### src/rtl/aapl_pkg.sv
// Package: map, fields, codes and carriers of the auxiliary axis position latch
package aapl_pkg;
   // ----------------------------------------------------------------
   // Register map (byte addresses)
   // ----------------------------------------------------------------
   localparam int ADDR_W = 8;
   localparam logic [7:0] OFF_CTRL = 8'h00;
   localparam logic [7:0] OFF_CMD = 8'h04;
   localparam logic [7:0] OFF_STAT = 8'h08;
   localparam logic [7:0] OFF_POS = 8'h0c;
   localparam logic [7:0] OFF_REF = 8'h10;
   localparam logic [7:0] OFF_TS = 8'h14;
   localparam logic [7:0] OFF_CNT = 8'h18;
   localparam logic [7:0] OFF_RES = 8'h1c;
   // ----------------------------------------------------------------
   // Control fields, command bits, status bits
   // ----------------------------------------------------------------
   localparam int CTRL_TSEN = 0;
   localparam int CTRL_EDGE = 1;
   localparam int CTRL_SRC = 4;
   localparam int CTRL_CFG = 8;
   localparam int CMD_READ = 0;
   localparam int CMD_CLRCNT = 1;
   localparam int CMD_ACKSIG = 2;
   localparam int CMD_ACKTRG = 3;
   localparam int CMD_CLRREF = 4;
   localparam int CMD_REFBEG = 5;
   localparam int CMD_REFEND = 6;
   localparam int CMD_SW = 8;
   localparam int ST_POSV = 0;
   localparam int ST_REFV = 1;
   localparam int ST_REFACT = 2;
   localparam int ST_AMP = 3;
   localparam int ST_FREQ = 4;
   localparam int ST_LOST = 5;
   localparam int ST_SUPPLY = 6;
   // ----------------------------------------------------------------
   // Encodings and reset values
   // ----------------------------------------------------------------
   localparam logic [1:0] REF_EDGE_RISE = 2'h1;
   localparam logic [1:0] REF_EDGE_FALL = 2'h2;
   localparam logic [1:0] REF_EDGE_ANY = 2'h3;
   localparam logic [3:0] SRC_EXT1 = 4'h0;
   localparam logic [3:0] SRC_SW1 = 4'h4;
   localparam logic [3:0] SRC_REF = 4'h8;
   localparam logic [3:0] SRC_REF_CH1 = 4'h9;
   localparam logic [3:0] SRC_IC = 4'ha;
   localparam logic [3:0] SRC_PULSE = 4'hb;
   localparam logic [3:0] SRC_TIMER = 4'hc;
   localparam logic [2:0] RES_OK = 3'h0;
   localparam logic [2:0] RES_LATCH_FAILED = 3'h1;
   localparam logic [2:0] RES_SUPPLY = 3'h2;
   localparam logic [2:0] RES_UNCONFIGURED = 3'h3;
   localparam logic [2:0] RES_BAD_PARAMETER = 3'h4;
   localparam logic [1:0] RST_EDGE = REF_EDGE_RISE;
   localparam logic [3:0] RST_SRC = SRC_SW1;
   localparam int N_PINS = 9;
   // ----------------------------------------------------------------
   // Carriers
   // ----------------------------------------------------------------
   typedef struct packed {
      logic [3:0] ext_trig;
      logic amp_fault;
      logic supply_fault;
      logic ref_pulse;
      logic enc_b;
      logic enc_a;
   } aapl_pins_t;
   typedef struct packed {
      logic [3:0] ext_rise;
      logic amp_low;
      logic supply_bad;
      logic ref_rise;
      logic ref_fall;
      logic over_freq;
      logic up;
      logic dn;
   } aapl_ev_t;
endpackage

### src/rtl/aapl_front.sv
// Pin synchronisers and quadrature / edge decoding for the auxiliary encoder
`timescale 1ns/10ps
`default_nettype none
module aapl_front (
   input wire logic clk_sys_in,
   input wire logic rstn_in,
   input wire aapl_pkg::aapl_pins_t pins_in,
   output aapl_pkg::aapl_ev_t ev_out
);
   import aapl_pkg::*;
   logic [N_PINS-1:0] s1;
   logic [N_PINS-1:0] s2;
   logic [N_PINS-1:0] s3;
   aapl_pins_t cur;
   aapl_pins_t prv;
   logic a_chg;
   logic b_chg;
   logic run;

   // ----------------------------------------------------------------
   // Two-stage synchronisers, third stage for edges
   // ----------------------------------------------------------------
   genvar i;
   generate
      for (i = 0; i < N_PINS; i = i + 1) begin : g_sync
         // No reset: the chain tracks the pins through reset, so no false edge on release
         always_ff @(posedge clk_sys_in) begin
            s1[i] <= pins_in[i];
            s2[i] <= s1[i];
            s3[i] <= s2[i];
         end
      end
   endgenerate

   // Events held off for one cycle out of reset
   always_ff @(posedge clk_sys_in) begin
      run <= rstn_in;
   end

   // Decode from the settled stages only
   assign cur = s2;
   assign prv = s3;
   assign a_chg = cur.enc_a ^ prv.enc_a;
   assign b_chg = cur.enc_b ^ prv.enc_b;
   always_comb begin
      ev_out.ext_rise = cur.ext_trig & ~prv.ext_trig;
      ev_out.amp_low = cur.amp_fault;
      ev_out.supply_bad = cur.supply_fault;
      ev_out.ref_rise = cur.ref_pulse & ~prv.ref_pulse;
      ev_out.ref_fall = ~cur.ref_pulse & prv.ref_pulse;
      // Both tracks moving in one sample means steps were missed
      ev_out.over_freq = a_chg & b_chg;
      ev_out.up = (a_chg ^ b_chg) & (cur.enc_a ^ prv.enc_b);
      ev_out.dn = (a_chg ^ b_chg) & ~(cur.enc_a ^ prv.enc_b);
      if (!run) ev_out = '0;
   end
endmodule // aapl_front
`default_nettype wire

### src/rtl/aapl_top.sv
// Auxiliary axis position latch: APB registers, trigger select, capture, reference run
`timescale 1ns/10ps
`default_nettype none
// Behaviour
// Host issues combined readouts only while polling mode is active.
// Combined readout latches position and timestamp from one common trigger.
// Combined readout fires software trigger 1 and forces source to it.
// Status word flags captured position and saved reference separately valid.
// Readout reports latch failure, supply fault or unconfigured axis distinctly.
// Clear-counter command zeroes the position counter.
// Signal-error acknowledge clears amplitude and over-frequency flags.
// Trigger-error acknowledge clears the sticky lost-trigger flag.
// Clear-reference-status command resets the reference-saved bit.
// Reference-run-active is readable, high while awaiting the reference pulse.
// A started reference run stores position at the next reference pulse.
// Stored reference equals the signal-period counter at the mark.
// Starting a reference run invalidates any stored reference at once.
// Stopping a run ends capture but keeps stored reference and validity.
// Timestamp copied into capture only while timestamp enable is set.
// Timestamp runs on the device-wide period setting.
// Reference trigger fires on rising, falling or both edges.
// Host keeps both-edge trigger rate within the maximum trigger rate.
// Capture source selects external, software, reference, counter or timer triggers.
// Illegal edge encoding is refused, setting kept, parameter error reported.
module aapl_top (
   input wire logic clk_sys_in,
   input wire logic rstn_in,
   input wire logic psel_in,
   input wire logic penable_in,
   input wire logic pwrite_in,
   input wire logic [aapl_pkg::ADDR_W-1:0] paddr_in,
   input wire logic [31:0] pwdata_in,
   output logic [31:0] prdata_out,
   output logic pready_out,
   output logic pslverr_out,
   input wire aapl_pkg::aapl_pins_t pins_in,
   input wire logic ref_gated_ch1_in,
   input wire logic interval_trig_in,
   input wire logic pulse_trig_in,
   input wire logic timer_trig_in,
   input wire logic [31:0] ts_period_in,
   output logic ref_run_active_out
);
   import aapl_pkg::*;
   aapl_ev_t ev;
   logic acc, wr, ctrl_w, cmd_w, hit;
   logic c_read, c_clr, c_acksig, c_acktrg, c_clrref, c_beg, c_end;
   logic [3:0] c_sw, new_src, trig_src, sw_pend;
   logic [1:0] new_edge, ref_edge;
   logic edge_ok, src_ok, ts_en, cfg;
   logic [12:0] trig_vec;
   logic ref_hit, fire, cap_ok, ts_tick;
   logic [31:0] rdata, pos, period, pre, pre_reload, ts;
   logic [31:0] cap_pos, cap_ts, ref_pos;
   logic [15:0] cap_cnt, status;
   logic pos_valid, cap_pend, amp_err, freq_err, lost_trg, ref_valid;
   logic [2:0] result;

   aapl_front u_front (
      .clk_sys_in(clk_sys_in),
      .rstn_in(rstn_in),
      .pins_in(pins_in),
      .ev_out(ev)
   );

   // ----------------------------------------------------------------
   // APB slave
   // ----------------------------------------------------------------
   // Transfer completes on the edge that sees pready high
   assign acc = psel_in & penable_in & pready_out;
   assign wr = acc & pwrite_in;
   assign ctrl_w = wr & (paddr_in == OFF_CTRL);
   assign cmd_w = wr & (paddr_in == OFF_CMD);

   // One wait state: pready is set at the end of the first access cycle and is high in the second
   always_ff @(posedge clk_sys_in) begin
      if (!rstn_in) begin
         pready_out <= 1'b0;
         prdata_out <= 32'h0;
         pslverr_out <= 1'b0;
      end else begin
         pready_out <= psel_in & penable_in & ~pready_out;
         if (psel_in & penable_in & ~pready_out) begin
            prdata_out <= pwrite_in ? 32'h0 : rdata;
            pslverr_out <= ~hit;
         end else begin
            pslverr_out <= 1'b0;
         end
      end
   end

   // Status word: each validity and error bit stands alone
   always_comb begin
      status = 16'h0;
      status[ST_POSV] = pos_valid;
      status[ST_REFV] = ref_valid;
      status[ST_REFACT] = ref_run_active_out;
      status[ST_AMP] = amp_err;
      status[ST_FREQ] = freq_err;
      status[ST_LOST] = lost_trg;
      status[ST_SUPPLY] = ev.supply_bad;
   end

   // Read mux and address decode
   always_comb begin
      hit = 1'b1;
      rdata = 32'h0;
      unique case (paddr_in)
         OFF_CTRL: rdata = {23'h0, cfg, trig_src, 1'b0, ref_edge, ts_en};
         OFF_CMD: rdata = 32'h0;
         OFF_STAT: rdata = {16'h0, status};
         OFF_POS: rdata = cap_pos;
         OFF_REF: rdata = ref_pos;
         OFF_TS: rdata = cap_ts;
         OFF_CNT: rdata = {16'h0, cap_cnt};
         OFF_RES: rdata = {29'h0, result};
         default: hit = 1'b0;
      endcase
   end

   // ----------------------------------------------------------------
   // Commands and settings
   // ----------------------------------------------------------------
   assign c_read = cmd_w & pwdata_in[CMD_READ];
   assign c_clr = cmd_w & pwdata_in[CMD_CLRCNT];
   assign c_acksig = cmd_w & pwdata_in[CMD_ACKSIG];
   assign c_acktrg = cmd_w & pwdata_in[CMD_ACKTRG];
   assign c_clrref = cmd_w & pwdata_in[CMD_CLRREF];
   assign c_beg = cmd_w & pwdata_in[CMD_REFBEG];
   assign c_end = cmd_w & pwdata_in[CMD_REFEND];
   assign c_sw = cmd_w ? pwdata_in[CMD_SW +: 4] : 4'h0;
   assign new_edge = pwdata_in[CTRL_EDGE +: 2];
   assign new_src = pwdata_in[CTRL_SRC +: 4];
   assign edge_ok = (new_edge != 2'h0);
   assign src_ok = (new_src <= SRC_TIMER);

   // A refused field keeps its old value; the rest still loads
   always_ff @(posedge clk_sys_in) begin
      if (!rstn_in) begin
         ts_en <= 1'b0;
         cfg <= 1'b0;
         ref_edge <= RST_EDGE;
      end else if (ctrl_w) begin
         ts_en <= pwdata_in[CTRL_TSEN];
         cfg <= pwdata_in[CTRL_CFG];
         if (edge_ok) begin
            ref_edge <= new_edge;
         end
      end
   end

   // Readout steals the source: no restore, software must rewrite it
   always_ff @(posedge clk_sys_in) begin
      if (!rstn_in) begin
         trig_src <= RST_SRC;
      end else if (c_read) begin
         trig_src <= SRC_SW1;
      end else if (ctrl_w & src_ok) begin
         trig_src <= new_src;
      end
   end

   // Software trigger pulses, one cycle after the command
   always_ff @(posedge clk_sys_in) begin
      if (!rstn_in) begin
         sw_pend <= 4'h0;
      end else begin
         sw_pend <= c_sw | {3'h0, c_read};
      end
   end

   // ----------------------------------------------------------------
   // Trigger selection
   // ----------------------------------------------------------------
   // Edge code bit 0 picks rising, bit 1 falling, both for either
   assign ref_hit = (ref_edge[0] & ev.ref_rise) | (ref_edge[1] & ev.ref_fall);
   assign trig_vec = {timer_trig_in, pulse_trig_in, interval_trig_in, ref_gated_ch1_in,
                      ref_hit, sw_pend, ev.ext_rise};
   assign fire = trig_vec[trig_src];
   assign cap_ok = cfg & ~ev.supply_bad & ~amp_err & ~freq_err;

   // ----------------------------------------------------------------
   // Position counter and timestamp
   // ----------------------------------------------------------------
   // Clear beats a count step in the same cycle
   always_ff @(posedge clk_sys_in) begin
      if (!rstn_in) begin
         pos <= 32'h0;
      end else if (c_clr) begin
         pos <= 32'h0;
      end else if (ev.up) begin
         pos <= pos + 32'h1;
      end else if (ev.dn) begin
         pos <= pos - 32'h1;
      end
   end
   // Four counts per signal period
   assign period = {{2{pos[31]}}, pos[31:2]};

   // Prescaler runs on the shared period setting, not a local one
   assign pre_reload = (ts_period_in == 32'h0) ? 32'h0 : ts_period_in - 32'h1;
   assign ts_tick = (pre == 32'h0);
   always_ff @(posedge clk_sys_in) begin
      if (!rstn_in) begin
         pre <= 32'h0;
         ts <= 32'h0;
      end else begin
         pre <= ts_tick ? pre_reload : pre - 32'h1;
         if (ts_tick) begin
            ts <= ts + 32'h1;
         end
      end
   end

   // ----------------------------------------------------------------
   // Capture
   // ----------------------------------------------------------------
   // Position and timestamp share one trigger edge
   always_ff @(posedge clk_sys_in) begin
      if (!rstn_in) begin
         cap_pos <= 32'h0;
         cap_ts <= 32'h0;
         cap_cnt <= 16'h0;
         pos_valid <= 1'b0;
      end else if (fire) begin
         pos_valid <= cap_ok;
         if (cap_ok) begin
            cap_pos <= pos;
            cap_cnt <= cap_cnt + 16'h1;
            if (ts_en) begin
               cap_ts <= ts;
            end
         end
      end
   end

   // Unread capture; a second trigger on top of it overwrites it and sets lost_trg
   always_ff @(posedge clk_sys_in) begin
      if (!rstn_in) begin
         cap_pend <= 1'b0;
      end else if (fire & cap_ok) begin
         cap_pend <= 1'b1;
      end else if (c_read | (acc & ~pwrite_in & (paddr_in == OFF_POS))) begin
         cap_pend <= 1'b0;
      end
   end

   // Result code: refused setting first, else the last capture outcome
   always_ff @(posedge clk_sys_in) begin
      if (!rstn_in) begin
         result <= RES_OK;
      end else if (ctrl_w & ~(edge_ok & src_ok)) begin
         result <= RES_BAD_PARAMETER;
      end else if (fire) begin
         if (!cfg) begin
            result <= RES_UNCONFIGURED;
         end else if (ev.supply_bad) begin
            result <= RES_SUPPLY;
         end else if (!cap_ok) begin
            result <= RES_LATCH_FAILED;
         end else begin
            result <= RES_OK;
         end
      end
   end

   // ----------------------------------------------------------------
   // Sticky errors, set wins over acknowledge
   // ----------------------------------------------------------------
   always_ff @(posedge clk_sys_in) begin
      if (!rstn_in) begin
         amp_err <= 1'b0;
         freq_err <= 1'b0;
      end else begin
         amp_err <= ev.amp_low | (amp_err & ~c_acksig);
         freq_err <= ev.over_freq | (freq_err & ~c_acksig);
      end
   end

   always_ff @(posedge clk_sys_in) begin
      if (!rstn_in) begin
         lost_trg <= 1'b0;
      end else begin
         lost_trg <= (fire & cap_pend & ~c_read) | (lost_trg & ~c_acktrg);
      end
   end

   // ----------------------------------------------------------------
   // Reference run
   // ----------------------------------------------------------------
   always_ff @(posedge clk_sys_in) begin
      if (!rstn_in) begin
         ref_run_active_out <= 1'b0;
      end else if (c_beg) begin
         ref_run_active_out <= 1'b1;
      end else if (c_end | (ref_run_active_out & ref_hit)) begin
         ref_run_active_out <= 1'b0;
      end
   end

   // Start beats a pulse in the same cycle; a stop leaves these alone
   always_ff @(posedge clk_sys_in) begin
      if (!rstn_in) begin
         ref_valid <= 1'b0;
         ref_pos <= 32'h0;
      end else if (c_beg) begin
         ref_valid <= 1'b0;
      end else if (ref_run_active_out & ref_hit) begin
         ref_valid <= 1'b1;
         ref_pos <= period;
      end else if (c_clrref) begin
         ref_valid <= 1'b0;
      end
   end
endmodule // aapl_top
`default_nettype wire

### config.mk
export PLATFORM = sky130hd
export DESIGN_NAME = aapl_top
export DESIGN_NICKNAME = d
export VERILOG_FILES = /design/src/rtl/aapl_pkg.sv /design/src/rtl/aapl_front.sv /design/src/rtl/aapl_top.sv
export SDC_FILE = /design/constraint.sdc
export NUM_CORES = 1
export LEC_CHECK = 0
export ABC_CLOCK_PERIOD_IN_PS = 5300
export BUFFER_PORTS_ARGS = -buffer_cell sky130_fd_sc_hd__buf_2
export CAP_MARGIN = 40
export CORE_MARGIN = 2
export CORE_UTILIZATION = 50
export DETAILED_ROUTE_END_ITERATION = 10
export PLACE_DENSITY_LB_ADDON = 0.12
export SYNTH_ARGS = -nofsm -noshare
export SYNTH_HDL_FRONTEND = slang
export SYNTH_SLANG_ARGS = --single-unit
export TNS_END_PERCENT = 5
### constraint.sdc
create_clock -name clk_sys_in -period 5.3 [get_ports clk_sys_in]
set_clock_uncertainty 0.1 [all_clocks]
set_input_delay 0.795 -clock clk_sys_in [delete_from_list [all_inputs] [get_ports clk_sys_in]]
set_output_delay 0.795 -clock clk_sys_in [all_outputs]
set_load 0.01 [all_outputs]
==> results of run 1 <==
==> placed cells by master (no fill, tap or decap), types with 21 or more instances in the layout <==
cell,count
a22oi_1,21
clkbuf_16,31
xnor2_1,48
nand2_1,305
xor2_1,71
a21oi_1,229
nand3_1,43
nor3_1,35
buf_2,104
ha_1,39
dfxtp_1,288
o21ai_0,30
nor2_1,208
buf_4,21
==> worst max-delay path by stage <==
stage | end | depth (start not counted)
after floorplan | pos[25] | 16
after CTS | pos[25] | 14
after global placement | pos[25] | 14
after global routing | pos[25] | 14
after detailed placement | pos[25] | 14
final | pos[25] | 14
==> routing by layer <==
| metal | share of wire (%) | global-route usage [%] | vias to the layer above |
|---|---|---|---|
| met2 | 47 | 41.9 | 291 |
| met5 | 0 | 0 | - |
| met4 | 2.1 | 5.65 | 0 |
| met3 | 5.0 | 2.78 | 51 |
| met1 | 46 | 33.0 | 5637 |
| li1 | - | - | 6023 |
==> through the flow <==
| stage | hold slack (ns) | area [µm²] |
|---|---|---|
| global route | 0.225 | 15600 |
| finish | 0.228 | 15600 |
| global placement | 0.211 | 14400 |
| detailed placement | 0.215 | 14400 |
| CTS | 0.221 | 15600 |
| floorplan | 0.210 | 13600 |
==> power by group <==
group	leakage (nW)	total [mW]	switching, mW	internal (mW)
combinational	3.10	2.00	1.11	0.882
clock	0.538	2.29	0.872	1.42
sequential	2.34	2.51	0.191	2.32
total	5.98	6.80	2.18	4.62
==> area by class of cell <==
| type | instances | area (µm²) | share of cell area (%) |
|---|---|---|---|
| clock inverters | 11 | 170 | 1.09 |
| flip-flops and latches | 288 | 5770 | 37.1 |
| inverters | 22 | 87.6 | 0.563 |
| repair buffers | 128 | 736 | 4.73 |
| multi-input cells | 1285 | 7430 | 47.8 |
| well taps | 341 | 427 | 2.74 |
| clock buffers | 45 | 938 | 6.03 |
==> kinds of logic (layout without fill, tap and decap cells) <==
logic type / after synthesis / in the layout / synth area share (%)
XOR/XNOR: 119 / 119 / 7.65
AO/OA/AOI/OAI: 383 / 383 / 17.0
flip-flops: 288 / 288 / 42.3
adder cells (fa/ha/maj): 40 / 40 / 3.73
multiplexers: 21 / 21 / 1.91
buffers and inverters: 116 / 206 / 3.25
AND/OR/NAND/NOR: 722 / 722 / 24.1
==> flip-flops by register name, indices dropped and copies added, names as in the netlist, 2 cells and up <==
name	count
cap_cnt	16
cap_pos	32
cap_ts	32
pos	32
prdata_out	32
pre	32
ref_edge	2
ref_pos	30
result	3
sw_pend	4
trig_src	4
ts	32
u_front.cur	9
u_front.prv	7
u_front.s1	9
==> run_summary.xml, run 1 <==
<?xml version="1.0" encoding="UTF-8"?>
<metrics>
  <group name="die">
    <metric name="std_cell_rows" unit="">60</metric>
    <metric name="die_x" unit="µm">169</metric>
    <metric name="initial_utilization" unit="%">50.7</metric>
    <metric name="die_h" unit="µm">169</metric>
    <metric name="die_area" unit="µm²">28600</metric>
    <metric name="design.core.area" unit="µm²">26900</metric>
    <metric name="ios" unit="">125</metric>
  </group>
  <group name="place">
    <metric name="dpl_cells" unit="">2064</metric>
    <metric name="place_hpwl" unit="µm">24300</metric>
    <metric name="gp_congestion" unit="">0.856</metric>
    <metric name="placement.setup.worst_slack" unit="ns">0.782</metric>
    <metric name="buffer_ports.inserted" unit="">104</metric>
  </group>
  <group name="timing">
    <metric name="final_period_demand_of_the_worst_path" unit="ns">4.57</metric>
    <metric name="worst_slack" unit="ns">0.732</metric>
    <metric name="timing_max_transition_violations_final" unit="">0</metric>
    <metric name="tightest_slew" unit="ns">0.904</metric>
    <metric name="setup_viol_count_final" unit="">0</metric>
    <metric name="max_slew_margin" unit="%">39.5</metric>
    <metric name="grt_setup_unrepaired" unit="">no</metric>
    <metric name="layout_worst_path_cycle_share" unit="%">86.2</metric>
    <metric name="hold_violations" unit="">0</metric>
    <metric name="fmax" unit="MHz">219</metric>
    <metric name="setup_tns" unit="ns">0</metric>
  </group>
  <group name="finish">
    <metric name="instances_no_fill" unit="">2120</metric>
    <metric name="share_of_post_route_cells_with_drive_strength_above_1" unit="%">11.6</metric>
    <metric name="layout.nets" unit="">1885</metric>
    <metric name="nFillCells" unit="">2541</metric>
    <metric name="finish.utilization" unit="%">57.9</metric>
    <metric name="syn2layout_area_growth" unit="%">14.2</metric>
    <metric name="diodes" unit="">0</metric>
  </group>
  <group name="drt">
    <metric name="antenna_violating_nets_left" unit="">0</metric>
    <metric name="drt-vias-per-instance" unit="">5.66</metric>
    <metric name="vias" unit="">12002</metric>
    <metric name="route.detailed.drc" unit="">0</metric>
    <metric name="route.detailed.wl_per_inst" unit="µm">16.5</metric>
    <metric name="wirelength" unit="µm">35100</metric>
    <metric name="detail_route.first_pass.iterations" unit="">8</metric>
    <metric name="drt_iter0_markers" unit="">867</metric>
  </group>
  <group name="cts">
    <metric name="clock_sinks" unit="">288</metric>
    <metric name="post_cts.resized_instances" unit="">0</metric>
    <metric name="cts_inserted_buffers" unit="">30</metric>
    <metric name="clockRootBuffer" unit="">clkbuf_16</metric>
    <metric name="cts.clk_slew.worst_paths" unit="ns">0.06</metric>
    <metric name="cts_tree" unit="">done</metric>
    <metric name="ctsLongestPathBuffers" unit="">3</metric>
    <metric name="clkLatencyLatePin" unit="ns">0.55</metric>
    <metric name="cts_setup_buffers" unit="">0</metric>
    <metric name="cts_hold_buffers" unit="">0</metric>
    <metric name="ctsHtreeMaxLevel" unit="">1</metric>
  </group>
  <group name="synth">
    <metric name="postSynthAreaPerCell" unit="µm²">8.06</metric>
    <metric name="ys.flop_type" unit="">dfxtp_1</metric>
    <metric name="syn-cell-area" unit="µm²">13600</metric>
    <metric name="ys_ff_latch" unit="">288</metric>
    <metric name="synthesis.yosys.warnings" unit="">0</metric>
    <metric name="synthArstFlopShare" unit="%">0</metric>
    <metric name="synthesis.nets" unit="">1819</metric>
    <metric name="synth_top_cells_by_count" unit="">nand2_1 (305), dfxtp_1 (288), a21oi_1 (229)</metric>
    <metric name="synth-edff-count" unit="">0</metric>
    <metric name="synthMostInstantiatedCell" unit="">nand2_1</metric>
    <metric name="synth.distinct_cells" unit="">67</metric>
    <metric name="synth-seq-area-share" unit="%">42.3</metric>
    <metric name="synthDominantAreaCellType" unit="">dfxtp_1</metric>
    <metric name="yosysTopAreaCellShare" unit="%">42.3</metric>
    <metric name="synth_area_leaders" unit="">dfxtp_1 (42%), a21oi_1 (8.4%), nand2_1 (8.4%)</metric>
    <metric name="post_synth_inst_count" unit="">1689</metric>
  </group>
  <group name="critical_path">
    <metric name="timing.critical_path.from_type" unit="">register</metric>
    <metric name="setup.worst_path.start" unit="">u_front.cur[0]</metric>
    <metric name="ff2ff_path_depth" unit="">14</metric>
    <metric name="timing.reg2reg.setup_slack" unit="ns">0.73</metric>
    <metric name="worstPathCellList" unit="">xor2_1 &gt; ha_1 &gt; and2_1 &gt; nand2_1 &gt; ha_1 &gt; and4_1 &gt; a21o_1 &gt; or3_1 &gt; a41o_1 &gt; a2111oi_1 &gt; nor2_1 &gt; a311oi_1 &gt; mux2i_1 &gt; nand2_1</metric>
    <metric name="arrival" unit="ns">4.90</metric>
    <metric name="timing.critical_path.buf_inv" unit="">0</metric>
    <metric name="critical_path_required_time" unit="ns">5.64</metric>
    <metric name="worst_path_dominant_cell_family" unit="">compound AO/OA/AOI/OAI gates</metric>
    <metric name="timing_worst_setup_path_type" unit="">register to register</metric>
    <metric name="rr_endpoint" unit="">pos[25]</metric>
    <metric name="critPathMaxFanout" unit="">13</metric>
    <metric name="critPathSlowestCell" unit="">a2111oi_1</metric>
    <metric name="worst_r2r_startpoint" unit="">u_front.cur[0]</metric>
    <metric name="cpPeakStageDelay" unit="ns">0.75</metric>
    <metric name="cp_capture_type" unit="">register</metric>
  </group>
  <group name="global_routing">
    <metric name="globalRouteTotalUtil" unit="%">24.4</metric>
    <metric name="grt_pass1_wl" unit="µm">57400</metric>
    <metric name="grt.overflow.total" unit="">0</metric>
    <metric name="first_global_vias" unit="">11216</metric>
    <metric name="number_of_antenna_violations_at_the_first_check_in_global_routing" unit="">0</metric>
    <metric name="grt_start_max_net_pins" unit="">119</metric>
  </group>
  <group name="outcome">
    <metric name="run_status" unit="">complete, no violations</metric>
  </group>
  <group name="power_and_ir_drop">
    <metric name="static-leakage-power" unit="nW">5.98</metric>
    <metric name="power_density" unit="nW/µm²">437</metric>
    <metric name="ir_drop" unit="µV">311</metric>
    <metric name="p_total" unit="mW">6.80</metric>
  </group>
  <group name="job">
    <metric name="cap_violations" unit="">0</metric>
  </group>
  <group name="worst_hold_path">
    <metric name="worst_hold_path.endpoint" unit="">u_front.cur[6]</metric>
    <metric name="hp-class" unit="">register to register</metric>
    <metric name="hold-path-cell-count" unit="">0</metric>
    <metric name="worst_min_delay_path_startpoint" unit="">u_front.s1[6]</metric>
  </group>
</metrics>
Note: power is estimated with default switching activity, not from simulation.
==> run 2, diff against run 1 <==
--- a/config.mk
+++ b/config.mk
@@ -12,7 +12,9 @@
 export CORE_UTILIZATION = 50
 export DETAILED_ROUTE_END_ITERATION = 10
 export PLACE_DENSITY_LB_ADDON = 0.12
+export REMOVE_ABC_BUFFERS = 1
 export SYNTH_ARGS = -nofsm -noshare
 export SYNTH_HDL_FRONTEND = slang
+export SYNTH_HIERARCHICAL = 1
 export SYNTH_SLANG_ARGS = --single-unit
 export TNS_END_PERCENT = 5
==> run 2 against run 1 <==
  * Clock-buffer cell count is 6 lower
  * Area after synthesis is 0.28% higher
  * Synthesized cell count fell by 2.2%
  * Sequential share of layout area increased by 0.16 points
  * Core utilization down 0.24 points
  * Wire length is 2.9% lower
  * Sequential power grew 4%
  * Design area is 0.42% lower
  * Die area up 0.28%
  * Critical path type unchanged
==> run_summary.xml, run 2 <==
<?xml version="1.0" encoding="UTF-8"?>
<metrics>
  <group name="outcome">
    <metric name="run_status" unit="">complete, no violations</metric>
  </group>
  <group name="synth">
    <metric name="synth-seq-area-share" unit="%">42.2</metric>
    <metric name="syn-cell-area" unit="µm²">13700</metric>
    <metric name="ys_ff_latch" unit="">288</metric>
    <metric name="synth-edff-count" unit="">0</metric>
    <metric name="synth_top_cells_by_count" unit="">dfxtp_1 (288), nand2_1 (237), nor2_1 (213)</metric>
    <metric name="synthDominantAreaCellType" unit="">dfxtp_1</metric>
    <metric name="post_synth_inst_count" unit="">1652</metric>
    <metric name="synthesis.yosys.warnings" unit="">6</metric>
    <metric name="yosysTopAreaCellShare" unit="%">42.2</metric>
    <metric name="synth.distinct_cells" unit="">75</metric>
    <metric name="postSynthAreaPerCell" unit="µm²">8.27</metric>
    <metric name="ys.flop_type" unit="">dfxtp_1</metric>
    <metric name="synthArstFlopShare" unit="%">0</metric>
    <metric name="synth_area_leaders" unit="">dfxtp_1 (42%), a21oi_1 (6.7%), nand2_1 (6.5%)</metric>
    <metric name="synthMostInstantiatedCell" unit="">dfxtp_1</metric>
  </group>
  <group name="cts">
    <metric name="cts.clk_slew.worst_paths" unit="ns">0.06</metric>
    <metric name="clkLatencyLatePin" unit="ns">0.55</metric>
    <metric name="cts_tree" unit="">done</metric>
    <metric name="clockRootBuffer" unit="">clkbuf_16</metric>
    <metric name="cts_hold_buffers" unit="">0</metric>
    <metric name="cts_inserted_buffers" unit="">30</metric>
    <metric name="cts_setup_buffers" unit="">0</metric>
    <metric name="ctsHtreeMaxLevel" unit="">1</metric>
    <metric name="clock_sinks" unit="">288</metric>
    <metric name="ctsLongestPathBuffers" unit="">3</metric>
    <metric name="post_cts.resized_instances" unit="">0</metric>
  </group>
  <group name="finish">
    <metric name="final_common_cell" unit="">dfxtp_1</metric>
    <metric name="nFillCells" unit="">2543</metric>
    <metric name="syn2layout_area_growth" unit="%">13.4</metric>
    <metric name="share_of_post_route_cells_with_drive_strength_above_1" unit="%">12.5</metric>
    <metric name="ff_latch_area" unit="µm²">5770</metric>
    <metric name="diodes" unit="">0</metric>
    <metric name="layout.nets" unit="">1851</metric>
    <metric name="instances_no_fill" unit="">2089</metric>
    <metric name="finish.utilization" unit="%">57.6</metric>
    <metric name="multi_input_area" unit="µm²">7470</metric>
    <metric name="commonest_cells_after_routing_fill_and_taps_aside" unit="">dfxtp_1 (288), nand2_1 (237), nor2_1 (211)</metric>
  </group>
  <group name="timing">
    <metric name="worst_slack" unit="ns">1.04</metric>
    <metric name="tightest_slew" unit="ns">0.949</metric>
    <metric name="max_slew_margin" unit="%">36.6</metric>
    <metric name="hold_violations" unit="">0</metric>
    <metric name="fmax" unit="MHz">235</metric>
    <metric name="grt_setup_unrepaired" unit="">no</metric>
    <metric name="timing_max_transition_violations_final" unit="">0</metric>
    <metric name="setup_viol_count_final" unit="">0</metric>
    <metric name="setup_tns" unit="ns">0</metric>
    <metric name="final_period_demand_of_the_worst_path" unit="ns">4.26</metric>
    <metric name="layout_worst_path_cycle_share" unit="%">80.3</metric>
  </group>
  <group name="global_routing">
    <metric name="first_global_vias" unit="">11082</metric>
    <metric name="grt.overflow.total" unit="">0</metric>
    <metric name="grt_pass1_wl" unit="µm">55400</metric>
    <metric name="number_of_antenna_violations_at_the_first_check_in_global_routing" unit="">0</metric>
    <metric name="globalRouteTotalUtil" unit="%">23.3</metric>
    <metric name="grt_start_max_net_pins" unit="">79</metric>
  </group>
  <group name="drt">
    <metric name="route.detailed.drc" unit="">0</metric>
    <metric name="drt-vias-per-instance" unit="">5.66</metric>
    <metric name="vias" unit="">11823</metric>
    <metric name="route.layer.met1.wl" unit="µm">15800</metric>
    <metric name="wirelength" unit="µm">34000</metric>
    <metric name="detail_route.first_pass.iterations" unit="">5</metric>
    <metric name="wl_met3" unit="µm">1830</metric>
    <metric name="antenna_violating_nets_left" unit="">0</metric>
    <metric name="route.detailed.wl_per_inst" unit="µm">16.3</metric>
    <metric name="drt_iter0_markers" unit="">1078</metric>
    <metric name="met2RoutedLength" unit="µm">16000</metric>
    <metric name="dr.max_layer_used" unit="">met4</metric>
  </group>
  <group name="place">
    <metric name="place_hpwl" unit="µm">23700</metric>
    <metric name="placement.setup.worst_slack" unit="ns">1.04</metric>
    <metric name="gp_congestion" unit="">0.868</metric>
    <metric name="dpl_cells" unit="">2034</metric>
    <metric name="buffer_ports.inserted" unit="">104</metric>
  </group>
  <group name="power_and_ir_drop">
    <metric name="ir_drop" unit="µV">334</metric>
    <metric name="power_density" unit="nW/µm²">468</metric>
    <metric name="static-leakage-power" unit="nW">5.82</metric>
  </group>
  <group name="die">
    <metric name="initial_utilization" unit="%">50.8</metric>
    <metric name="die_area" unit="µm²">28600</metric>
    <metric name="std_cell_rows" unit="">60</metric>
    <metric name="die_h" unit="µm">169</metric>
    <metric name="design.core.area" unit="µm²">26900</metric>
    <metric name="die_x" unit="µm">169</metric>
    <metric name="ios" unit="">125</metric>
  </group>
  <group name="critical_path">
    <metric name="timing_worst_setup_path_type" unit="">register to register</metric>
    <metric name="cp_capture_type" unit="">register</metric>
    <metric name="arrival" unit="ns">4.61</metric>
    <metric name="critical_path_required_time" unit="ns">5.66</metric>
    <metric name="timing.critical_path.from_type" unit="">register</metric>
    <metric name="critPathMaxFanout" unit="">29</metric>
  </group>
  <group name="worst_hold_path">
    <metric name="hp-class" unit="">register to register</metric>
  </group>
  <group name="job">
    <metric name="cap_violations" unit="">0</metric>
  </group>
</metrics>
## run 2: cell types whose count changed in the layout (fill, tap and decap cells not counted), sizes merged, moves of 8 or more
cell	change
or3	+10
nand2	-67
xor2	-12
and2	+8
a22oi	+21
o21ai	+22
a31oi	+10
a21oi	-45
clkinv	+9
mux2i	+25
## run 2: cells by family after synthesis
logic type | Yosys count | share of synthesized area [%]
AO/OA/AOI/OAI | 380 | 17.0
adder cells (fa/ha/maj) | 36 | 3.35
flip-flops | 288 | 42.2
XOR/XNOR | 108 | 6.93
buffers and inverters | 113 | 3.34
multiplexers | 44 | 3.41
AND/OR/NAND/NOR | 683 | 23.7
## run 2: path summary, 6_finish.rpt
kind,from,endpoint,slack (ns),cells after the start
min,u_front/s1[6],u_front/cur[6],0.23,0
max,u_front/prv[1],pos[24],1.04,15
min reg2reg,u_front/s1[6],u_front/cur[6],0.23,0
max reg2reg,u_front/prv[1],pos[24],1.04,15
## run 2: cell type report
class | count | area share, %
multi-input cells | 1251 | 48.2
flip-flops and latches | 288 | 37.2
clock buffers | 39 | 5.59
repair buffers | 129 | 4.78
well taps | 341 | 2.75
clock inverters | 16 | 0.784
inverters | 25 | 0.638
## run 2: worst max-delay path, cell delays in order (launching register included)
cell and delay [ns]:
dfxtp_1 0.33, xor2_1 0.17, ha_1 0.28, nand2_1 0.05
nor2_1 0.28, inv_1 0.15, buf_4 0.27, ha_1 0.39
a2111oi_0 0.44, a22oi_1 0.23, a21oi_1 0.24, o211ai_1 0.17
a21oi_1 0.36, nor2b_1 0.08, or4b_1 0.51, o311ai_1 0.10
## run 2: metrics by stage
stage	area, µm²	total power [mW]	hold slack (ns)
after global routing	15500	7.73	0.233
after global placement	14400	5.16	0.210
after floorplan	13300	4.60	0.210
after CTS	15500	7.27	0.226
final	15500	7.24	0.226
after detailed placement	14500	5.18	0.212
## run 2: per-layer routing
| layer | vias up | global-route usage [%] |
|---|---|---|
| li1 | 5962 | - |
| met1 | 5572 | 32.0 |
| met2 | 258 | 39.4 |
| met3 | 31 | 2.85 |
| met4 | 0 | 4.87 |
| met5 | - | 0 |
## run 2: where the power goes
group / leakage, nW / internal (mW) / switching (mW)
Combinational: 2.98 / 1.10 / 1.47
Clock: 0.494 / 1.20 / 0.874
Sequential: 2.34 / 2.37 / 0.234
Total: 5.82 / 4.66 / 2.58
